==> src/logic/irr_params.svh <==
// constants for the interrupt request recognition block
`ifndef IRR_PARAMS_SVH
`define IRR_PARAMS_SVH

// number of request lines, levels one to seven
`define IRR_NUM_LINES   7
// priority mask value after reset (all maskable levels masked)
`define IRR_MASK_RESET  3'h7
// mask value that blocks every maskable level
`define IRR_MASK_ALL    3'h7
// the non-maskable level
`define IRR_LEVEL_NMI   3'h7
// code meaning no request qualifies
`define IRR_LEVEL_NONE  3'h0

`endif

==> src/logic/irr_pkg.sv <==
// types shared by the interrupt request recognition design
package irr_pkg;

    // state of one request line filter
    typedef struct packed {
        logic sync1;   // first synchroniser stage of the pin
        logic sync2;   // second synchroniser stage of the pin
        logic prev;    // merged request seen at the previous sample
        logic valid;   // request held for two consecutive samples
    } irr_filt_t;

    // state of the recognition logic
    typedef struct packed {
        logic [2:0] mask;        // current priority mask
        logic [2:0] mask_d;      // mask one cycle earlier
        logic       valid7_d;    // level seven valid one cycle earlier
        logic       nmi_pend;    // non-maskable request waiting
        logic [2:0] pend_level;  // level offered to the core
        logic       pending;     // some level is offered
        logic [2:0] ack_level;   // level driven during acknowledge
        logic       ack_strobe;  // acknowledge taken this cycle
        logic       nmi_event;   // new non-maskable request raised
    } irr_state_t;

endpackage

==> src/logic/irr_line_filter.sv <==
// one request line: pin synchroniser, merge and two-sample hysteresis
`timescale 1ns/1ps

module irr_line_filter
    import irr_pkg::*;
(
    input  wire logic clk_sys,     // system clock, sampled on falling edge
    input  wire logic rst_n,       // synchronised reset, active low
    input  wire logic clk_en,      // freezes the filter while low
    input  wire logic pin_req_n,   // external request pin, asynchronous
    input  wire logic pin_enable,  // pin routed to the request function
    input  wire logic mod_req_n,   // internal module request, same clock
    output logic      req_valid    // filtered request, active high
);

    irr_filt_t st_reg;    // registered filter state
    irr_filt_t st_next;   // next filter state
    logic      merged;    // request on the shared internal line

    // merge the pin with the internal line, then filter
    always_comb
    begin
        st_next       = st_reg;
        // the pin counts only once it has passed both stages
        merged        = ~mod_req_n | (pin_enable & ~st_reg.sync2);
        st_next.sync1 = pin_req_n;
        st_next.sync2 = st_reg.sync1;
        st_next.prev  = merged;
        // valid only when seen at two consecutive samples
        st_next.valid = st_reg.prev & merged;
    end

    // samples are taken on successive falling clock edges
    always_ff @(negedge clk_sys or negedge rst_n)
    begin
        if (!rst_n)
        begin
            st_reg <= '{sync1: 1'b1, sync2: 1'b1, prev: 1'b0, valid: 1'b0};
        end
        else if (clk_en)
        begin
            st_reg <= st_next;
        end
    end

    assign req_valid = st_reg.valid;

    // a request becomes valid only after two asserted samples
    a_hyst_two_samples:
    assert property (@(negedge clk_sys) disable iff (!rst_n)
        $rose(st_reg.valid) |-> $past(st_reg.prev))
    else $error("request valid without two asserted samples");

endmodule

==> src/logic/irr_recognition.sv <==
// interrupt request recognition: filtering, masking, pending, acknowledge
`timescale 1ns/1ps
//
// Contract
// - three-bit priority mask, values zero to seven
// - seven active-low lines, one lowest, seven highest
// - levels at or below mask are ignored
// - level seven recognised even at mask seven
// - level seven needs a falling edge
// - new level seven on assertion or mask drop
// - lines sampled on consecutive falling clock edges
// - valid after two consecutive asserted periods
// - requests wait for an instruction boundary
// - pending level not latched; higher one wins
// - simultaneous requests above mask: higher wins
// - pin requests merged onto internal lines
// - acknowledge drives level and loads the mask

`include "irr_params.svh"

module irr_recognition
    import irr_pkg::*;
#(
    parameter int NUM_LINES = `IRR_NUM_LINES  // request lines, level 1 up
)
(
    input  wire logic                 clk_sys,        // 50 MHz system clock
    input  wire logic                 reset_n,        // async reset, low
    input  wire logic                 clk_en,         // freezes state if low
    input  wire logic [NUM_LINES:1]   irq_pin_n,      // external pins, low
    input  wire logic [NUM_LINES:1]   pin_enable,     // pin as request
    input  wire logic [NUM_LINES:1]   irq_mod_n,      // module lines, low
    input  wire logic                 instr_boundary, // core may take one
    input  wire logic                 mask_wr,        // core writes mask
    input  wire logic [2:0]           mask_wdata,     // mask to write
    output logic [2:0]                priority_mask_field, // current mask
    output logic [2:0]                pending_level,  // level offered
    output logic                      irq_pending,    // a level offered
    output logic [2:0]                ack_addr,       // level on addr 3..1
    output logic                      ack_strobe,     // acknowledge pulse
    output logic                      nmi_event       // new level seven
);

    logic                rst_sync1;  // reset release, first stage
    logic                rst_n_sync; // reset release, second stage
    logic [NUM_LINES:1]  req_valid;  // filtered requests, active high
    irr_state_t          st_reg;     // registered recognition state
    irr_state_t          st_next;    // next recognition state
    logic                nmi_rise;   // level seven newly asserted
    logic                mask_drop;  // mask left seven with seven held
    logic [2:0]          best;       // highest qualifying level

    // reset is asserted at once and released through two flops
    always_ff @(posedge clk_sys or negedge reset_n)
    begin
        if (!reset_n)
        begin
            rst_sync1  <= 1'b0;
            rst_n_sync <= 1'b0;
        end
        else
        begin
            rst_sync1  <= 1'b1;
            rst_n_sync <= rst_sync1;
        end
    end

    // one filter per request line, line i feeds level i
    genvar gi;
    generate
        for (gi = 1; gi <= NUM_LINES; gi++)
        begin : g_line
            irr_line_filter u_filter (
                .clk_sys    (clk_sys),
                .rst_n      (rst_n_sync),
                .clk_en     (clk_en),
                .pin_req_n  (irq_pin_n[gi]),
                .pin_enable (pin_enable[gi]),
                .mod_req_n  (irq_mod_n[gi]),
                .req_valid  (req_valid[gi])
            );
        end
    endgenerate

    // next state: mask, level seven edge, level selection, acknowledge
    always_comb
    begin
        st_next            = st_reg;
        best               = `IRR_LEVEL_NONE;
        st_next.ack_strobe = 1'b0;
        st_next.nmi_event  = 1'b0;
        st_next.mask_d     = st_reg.mask;
        st_next.valid7_d   = req_valid[NUM_LINES];
        // level seven counts only on its assertion edge
        nmi_rise  = req_valid[NUM_LINES] & ~st_reg.valid7_d;
        // mask lowered from seven while level seven still held
        mask_drop = (st_reg.mask_d == `IRR_MASK_ALL)
                    && (st_reg.mask != `IRR_MASK_ALL)
                    && req_valid[NUM_LINES];

        // core rewrites the mask (three bits, any of eight values)
        if (mask_wr)
        begin
            st_next.mask = mask_wdata;
        end

        // take the offered level at an instruction boundary
        if (instr_boundary && st_reg.pending)
        begin
            st_next.ack_level  = st_reg.pend_level;
            st_next.ack_strobe = 1'b1;
            st_next.mask       = st_reg.pend_level;
            if (st_reg.pend_level == `IRR_LEVEL_NMI)
            begin
                st_next.nmi_pend = 1'b0;
            end
        end

        // a new level seven wins over a clear in the same cycle
        if (nmi_rise || mask_drop)
        begin
            st_next.nmi_pend  = 1'b1;
            st_next.nmi_event = 1'b1;
        end

        // highest maskable level above the mask, recomputed each cycle
        for (int i = 1; i < NUM_LINES; i++)
        begin
            // sources hold their line until acknowledged, so no latch
            if (req_valid[i] && (3'(i) > st_next.mask))
            begin
                best = 3'(i);
            end
        end
        // level seven ignores the mask once raised by its edge
        if (st_next.nmi_pend)
        begin
            best = `IRR_LEVEL_NMI;
        end
        st_next.pend_level = best;
        st_next.pending    = (best != `IRR_LEVEL_NONE);
    end

    // register the state; clock enable holds everything
    always_ff @(posedge clk_sys or negedge rst_n_sync)
    begin
        if (!rst_n_sync)
        begin
            st_reg <= '{mask:       `IRR_MASK_RESET,
                        mask_d:     `IRR_MASK_RESET,
                        valid7_d:   1'b0,
                        nmi_pend:   1'b0,
                        pend_level: `IRR_LEVEL_NONE,
                        pending:    1'b0,
                        ack_level:  `IRR_LEVEL_NONE,
                        ack_strobe: 1'b0,
                        nmi_event:  1'b0};
        end
        else if (clk_en)
        begin
            st_reg <= st_next;
        end
    end

    // outputs come straight from the state register
    assign priority_mask_field = st_reg.mask;
    assign pending_level       = st_reg.pend_level;
    assign irq_pending         = st_reg.pending;
    assign ack_addr            = st_reg.ack_level;
    assign ack_strobe          = st_reg.ack_strobe;
    assign nmi_event           = st_reg.nmi_event;

    // acknowledge drives the taken level and loads it as mask
    a_ack_loads_mask:
    assert property (@(posedge clk_sys) disable iff (!rst_n_sync)
        clk_en && instr_boundary && st_reg.pending
        |=> ack_strobe && (ack_addr == $past(st_reg.pend_level))
            && (priority_mask_field == $past(st_reg.pend_level)))
    else $error("acknowledge did not drive level or load mask");

    // a maskable level offered is always above the mask
    a_above_mask_only:
    assert property (@(posedge clk_sys) disable iff (!rst_n_sync)
        (pending_level != 3'h0) && (pending_level != 3'h7)
        |-> pending_level > priority_mask_field)
    else $error("offered level not above mask");

    // a waiting level seven is offered whatever the mask
    a_nmi_offers_seven:
    assert property (@(posedge clk_sys) disable iff (!rst_n_sync)
        st_reg.nmi_pend |-> (pending_level == 3'h7) && irq_pending)
    else $error("level seven not offered while waiting");

    // assertion edge of level seven raises a new request
    a_nmi_edge_set:
    assert property (@(posedge clk_sys) disable iff (!rst_n_sync)
        clk_en && req_valid[7] && !st_reg.valid7_d
        |=> st_reg.nmi_pend && nmi_event)
    else $error("level seven edge did not raise a request");

    // no new level seven while its line is released, so with no edge and no mask drop
    a_nmi_needs_cause:
    assert property (@(posedge clk_sys) disable iff (!rst_n_sync)
        clk_en && !req_valid[7] |=> !nmi_event)
    else $error("level seven raised with line released");

    // mask leaving seven with level seven held raises a request
    a_mask_drop_nmi:
    assert property (@(posedge clk_sys) disable iff (!rst_n_sync)
        clk_en && (st_reg.mask_d == 3'h7) && (st_reg.mask != 3'h7)
        && req_valid[7] |=> st_reg.nmi_pend)
    else $error("mask drop did not raise level seven");

    // a valid level six above the mask beats lower levels
    a_higher_wins:
    assert property (@(posedge clk_sys) disable iff (!rst_n_sync)
        clk_en && req_valid[6] && !mask_wr && !instr_boundary
        && (priority_mask_field < 3'h6) |=> pending_level >= 3'h6)
    else $error("higher level request not offered");

    // nothing is acknowledged away from an instruction boundary
    a_wait_boundary:
    assert property (@(posedge clk_sys) disable iff (!rst_n_sync)
        clk_en && !instr_boundary |=> !ack_strobe)
    else $error("acknowledge without instruction boundary");

    // a mask write away from an acknowledge lands as written
    a_mask_write_lands:
    assert property (@(posedge clk_sys) disable iff (!rst_n_sync)
        clk_en && mask_wr && !(instr_boundary && st_reg.pending)
        |=> priority_mask_field == $past(mask_wdata))
    else $error("mask write did not land");

    // a maskable level is offered only while its line is valid
    a_offer_is_valid:
    assert property (@(posedge clk_sys) disable iff (!rst_n_sync)
        clk_en && (st_next.pend_level != 3'h0)
        && (st_next.pend_level != 3'h7)
        |-> req_valid[st_next.pend_level])
    else $error("offered level has no valid request");

    // with the mask at seven and no new cause nothing is offered
    a_full_mask_silent:
    assert property (@(posedge clk_sys) disable iff (!rst_n_sync)
        clk_en && !mask_wr && !instr_boundary && !st_reg.nmi_pend
        && (st_reg.mask_d == 3'h7) && (priority_mask_field == 3'h7)
        && (req_valid[7] == st_reg.valid7_d)
        |=> !irq_pending)
    else $error("request offered through a full mask");

    // level five is offered over lower ones when it leads
    a_held_level_wins:
    assert property (@(posedge clk_sys) disable iff (!rst_n_sync)
        clk_en && !mask_wr && !instr_boundary && !st_reg.nmi_pend
        && !req_valid[7] && !req_valid[6] && req_valid[5]
        && (priority_mask_field < 3'h5)
        |=> pending_level == 3'h5)
    else $error("leading level five not offered");

    // a taken level seven is cleared unless a new cause arrives
    a_nmi_clear_ack:
    assert property (@(posedge clk_sys) disable iff (!rst_n_sync)
        clk_en && instr_boundary && st_reg.pending
        && (st_reg.pend_level == 3'h7) && !nmi_rise && !mask_drop
        |=> !st_reg.nmi_pend)
    else $error("level seven still waiting after acknowledge");

    // back-to-back acknowledges never step down in level
    a_ack_no_step_down:
    assert property (@(posedge clk_sys) disable iff (!rst_n_sync)
        clk_en && ack_strobe
        |=> !ack_strobe || (ack_addr >= $past(ack_addr)))
    else $error("second acknowledge below the first");

    // nothing is acknowledged while no level is offered
    a_no_ack_idle:
    assert property (@(posedge clk_sys) disable iff (!rst_n_sync)
        clk_en && !irq_pending |=> !ack_strobe)
    else $error("acknowledge with no level offered");

    // the acknowledged level stands until the next acknowledge
    a_ack_addr_holds:
    assert property (@(posedge clk_sys) disable iff (!rst_n_sync)
        clk_en && !(instr_boundary && irq_pending)
        |=> $stable(ack_addr))
    else $error("acknowledge address moved without acknowledge");

    // a low clock enable freezes the mask, level, strobe and event outputs
    a_enable_freezes:
    assert property (@(posedge clk_sys) disable iff (!rst_n_sync)
        !clk_en |=> $stable(priority_mask_field) && $stable(pending_level)
            && $stable(ack_strobe) && $stable(nmi_event))
    else $error("state moved while clock enable was low");

    // a lowered mask with level seven held raises the event pulse
    a_drop_event:
    assert property (@(posedge clk_sys) disable iff (!rst_n_sync)
        clk_en && mask_drop |=> nmi_event)
    else $error("mask drop raised no event");

    // with no valid line and no waiting level seven the offer falls back to zero
    a_idle_offers_zero:
    assert property (@(posedge clk_sys) disable iff (!rst_n_sync)
        clk_en && !st_reg.nmi_pend && (req_valid == '0)
        |=> (pending_level == 3'h0) && !irq_pending)
    else $error("level offered with no valid request");

endmodule

==> config.mk <==
export PLATFORM = sky130hd
export DESIGN_NAME = irr_recognition
export DESIGN_NICKNAME = d
export VERILOG_FILES = /design/src/logic/irr_pkg.sv /design/src/logic/irr_line_filter.sv /design/src/logic/irr_recognition.sv
export VERILOG_INCLUDE_DIRS = /design/src /design/src/logic
export SDC_FILE = /design/constraint.sdc
export NUM_CORES = 1
export LEC_CHECK = 0
export BUFFER_PORTS_ARGS = -buffer_cell sky130_fd_sc_hd__buf_2
export CAP_MARGIN = 20
export CORE_MARGIN = 2
export CORE_UTILIZATION = 30
export CTS_CLUSTER_DIAMETER = 150
export DETAILED_ROUTE_END_ITERATION = 8
export GPL_TIMING_DRIVEN = 1
export PLACE_DENSITY_LB_ADDON = 0.2
export SLEW_MARGIN = 5
export SYNTH_ARGS = -nofsm -noshare
export SYNTH_HDL_FRONTEND = slang
export SYNTH_HIERARCHICAL = 1
export SYNTH_SLANG_ARGS = --single-unit
==> constraint.sdc <==
create_clock -name clk_sys -period 1.23 [get_ports clk_sys]
set_input_delay 0.123 -clock clk_sys [delete_from_list [all_inputs] [get_ports clk_sys]]
set_output_delay 0.123 -clock clk_sys [all_outputs]
set_load 0.05 [all_outputs]
# Yosys cells after proc, flatten, opt, wreduce, memory -nomap -nowiden
# Index checks and enable logic that the tools add are counted.
word_totals:
  regBits: 47
  latchBits: 0
  mem_bits_rw: 0
  romBits: 0
  input_bits: 29
  n_memories: 0
classes:
  addsub: 0
  n_mul: 0
  div_mod_pow: 0
  n_lt_le_gt_ge: 6
  eq_ne: 3
  n_shift: 0
  muxes: 14
  bitwise_logic: 37
  n_reduce_logical: 12
op_table:
  columns: ["cell", "n"]
  rows:
  - ["two-way mux 3 bit", 8]
  - ["AND 1 bit", 15]
  - ["NOT 1 bit", 15]
  - ["> comparator 3 bit (first input constant)", 3]
  - ["logical AND 1 bit", 9]
  - ["bitwise OR 1 bit", 7]
  - ["== test 3 bit (second input constant)", 2]
  - ["> comparator 2 x 3 -> 1 bit (first input constant)", 2]
  - ["two-way mux 1 bit", 6]
  - ["> comparator 1 x 3 -> 1 bit (first input constant)", 1]
  - ["!= test 3 bit (second input constant)", 1]
  - ["nonzero test 3 bit", 1]
  - ["AND reduction 2 bit", 1]
  - ["logical OR 1 bit", 1]

# Longest topological paths before layout
depth:
  ltp_word: 12
  depth_mapped: 7

# Modules after synthesis
# Netlist, hierarchy kept.
by_module_without_submodules:
  columns: ["module", "instances", "cells_per_inst", "area_each_um2", "seq_area_each_um2"]
  rows:
  - ["irr_line_filter", 7, 13, 166.4, 102.6]
  - ["irr_recognition", 1, 93, 987.2, 483.0]

==> impl_metrics.ini <==
[floorplanning]
core_area_mm2 = 0.00687
num_rows = 30
die_w_um = 88.7
ios = 41
initial_utilization_pct = 31.3
die_area_mm2 = 0.00787
die_y_um = 88.7

[timing]
hold_viol = 0
setup_viol = 15
rsz0062_at_grt = true
slew_violations = 0
finClkSkew_ns = 0.0577
fin_ws_ns = -0.463

[logic_synthesis]
synth_cells = 184
async_flop_share_pct = 100
synth_area_leaders = dfstp_2, dfrtn_1, dfrtp_1
synth_cell_types = 33
syn_nets = 213
seq_area_frac_synth_pct = 55.8
synthFlopType = dfstp_2
ys_seq_elements = 47
synth.avg_cell_area_um2 = 11.7
ys_warn_count = 6
synth_top_area_share_pct = 24.4
synth-edff-count = 0
synth.cell_area_mm2 = 0.00215
synth_top_area_cell = dfstp_2

[power]
power.density_mw_per_mm2 = 2050
ir_drop_v = 0.000607
power.leakage_nw = 1.43
power_mw = 6.30

[worst_setup_path]
slowest_stage = dfrtn_1
max_stage_delay_ns = 0.35
regToRegStartpoint = g_line[2].u_filter/req_valid
cp.arrival_ns = 1.92
crit_family = compound AO/OA/AOI/OAI gates
crit_type = register to register
endpoint_kind = register
crit_chain = nand4b_1 -> a211oi_2 -> o21ai_2 -> a31oi_1
crit_start = g_line[2].u_filter/req_valid
crit_fanout = 2
worstPathRequired_ns = 1.46
crit_buf_inv = 0
start_kind = register

[clock_network]
path_clk_slew_ns = 0.09
tritoncts = yes
clk_latency_ns = 0.35
htree_levels = 2
clkSinkCount = 47
cts_root_buf = clkbuf_8
numCtsBuffers = 5
cts_max_path_buffers = 2

[drt]
vias = 1589
routed_wl_mm = 4.48
dr.pass1.iters = 5
drc = 0
drtIter0Drc = 46
route.detailed.wl_per_inst_um = 12.7
final_antenna_net_count = 0
via_per_inst = 4.50

[layout]
area_delta_synth_final_pct = 42.8
final_area_mm2 = 0.00307
num_antenna_cells = 0
fin_nets = 285
largest_register_ffs = 14
fill_cells = 690
drive_gt1_share_pct = 56.4
fin_cells = 353

[grt]
grt_max_degree = 32
grt_use_total_pct = 12.3
grt_first_pass_wirelength_mm = 7.42
antenna_found_initial = 0
grt_pass1_vias = 1591
overflow = 0

[placed_design]
portBuffers = 40
placed_area_mm2 = 0.00268
dp.cells = 328
post-dp-hpwl_mm = 3.23
gp_congestion = 0.866

[worst_hold_path]
hold_path.class = input pin to async pin

[outcome]
violations = setup timing
run_status = complete, but fails checks

[job]
cap_violations = 0
## stage by stage
| step | hold WS [ns] | util, % | setup TNS (ns) | setup slack, ns |
|---|---|---|---|---|
| detailed placement | -0.0872 | 39.0 | -9.09 | -0.477 |
| global placement | -0.0892 | 39.0 | -9.00 | -0.450 |
| floorplan | -0.173 | - | -2.60 | -0.488 |
| CTS | 0.108 | 42.6 | -2.37 | -0.462 |
| global route | 0.110 | 44.8 | -2.98 | -0.524 |
| finish | 0.122 | 44.8 | -2.34 | -0.463 |
## path summary, 6_finish.rpt
kind | end | slack (ns) | depth (start not counted)
setup / recovery | irq_pending | -0.46 | 4
max in group asynchronous | g_line[6].u_filter/st_next[2] | 0.18 | 1
hold reg to reg | rst_n_sync | 0.36 | 0
setup reg to reg | irq_pending | -0.46 | 4
hold / removal | rst_n_sync | 0.12 | 2
min in group clk_sys | priority_mask_field[0] | 0.30 | 4
## cell usage after synthesis (2+ instances only)
| library cell | number |
|---|---|
| clkbuf_2 | 7 |
| nor2_1 | 13 |
| mux2_1 | 14 |
| inv_1 | 10 |
| a31oi_1 | 18 |
| mux2_2 | 9 |
| nand2b_1 | 7 |
| o21ai_0 | 8 |
| mux2i_1 | 8 |
| a21oi_1 | 4 |
| dfstp_2 | 20 |
| dfrtn_1 | 14 |
| buf_4 | 9 |
| mux2i_2 | 2 |
| clkbuf_1 | 2 |
| nand3_1 | 4 |
| nand2_1 | 7 |
| dfrtp_1 | 13 |
## layout make-up
cell class                 instances  area, µm²  area share (%)
multi-input combinational        108        935            30.4
inverter                           3       11.3           0.366
sequential                        47       1210            39.3
clock inverter                    17        104            3.38
tap                               96        120            3.91
clock buffer                       5       68.8            2.24
timing repair buffer              77        628            20.4
## report_power, final
| group | switching (mW) | internal (mW) | leakage (nW) |
|---|---|---|---|
| logic | 1.39 | 1.26 | 0.781 |
| clock network | 0.608 | 0.757 | 0.139 |
| registers | 0.268 | 2.02 | 0.506 |
| total | 2.27 | 4.04 | 1.43 |
## per-layer routing
| layer | vias to the layer above | GRT usage, % | routed length [µm] |
|---|---|---|---|
| met2 | 33 | 20.1 | 2240 |
| li1 | 781 | - | - |
| met3 | 7 | 3.08 | 173 |
| met4 | 0 | 3.72 | 53 |
| met1 | 768 | 15.9 | 2010 |
| met5 | - | 0 | 0 |
## repair_timing
action,in CTS,in global routing
setup buffers,3,6
hold endpoints to repair,2,0
cloned,0,2
resized for setup,18,25
endpoints found under the setup margin,16,23
pin swaps,1,5
hold buffers,1,0
## worst reg2reg max path: stages, from the launching register on
cell and delay (ns):
dfrtn_1 0.35, nand4b_1 0.18, a211oi_2 0.22, o21ai_2 0.08, a31oi_1 0.16
## placed cells by master (no fill, tap or decap), types with 6 or more instances in the layout
cell,instances
mux2_4,19
a31oi_1,18
buf_2,33
nor2_1,12
nand2b_1,7
dfrtn_1,14
dfrtp_1,10
buf_6,6
dfstp_2,20
mux2i_1,8
buf_4,28
inv_1,17
## logic make-up (layout without fill, tap and decap cells)
logic type	count (synthesis)	count (layout)	share of synthesized area, %
muxes	34	34	17.7
and+or+nand+nor	37	37	8.49
other	1	1	0.174
DFF	47	47	55.8
AOI/OAI and AO/OA	36	36	10.2
buffers and inverters	29	102	7.56
Note: power is estimated with default switching activity, not from simulation.
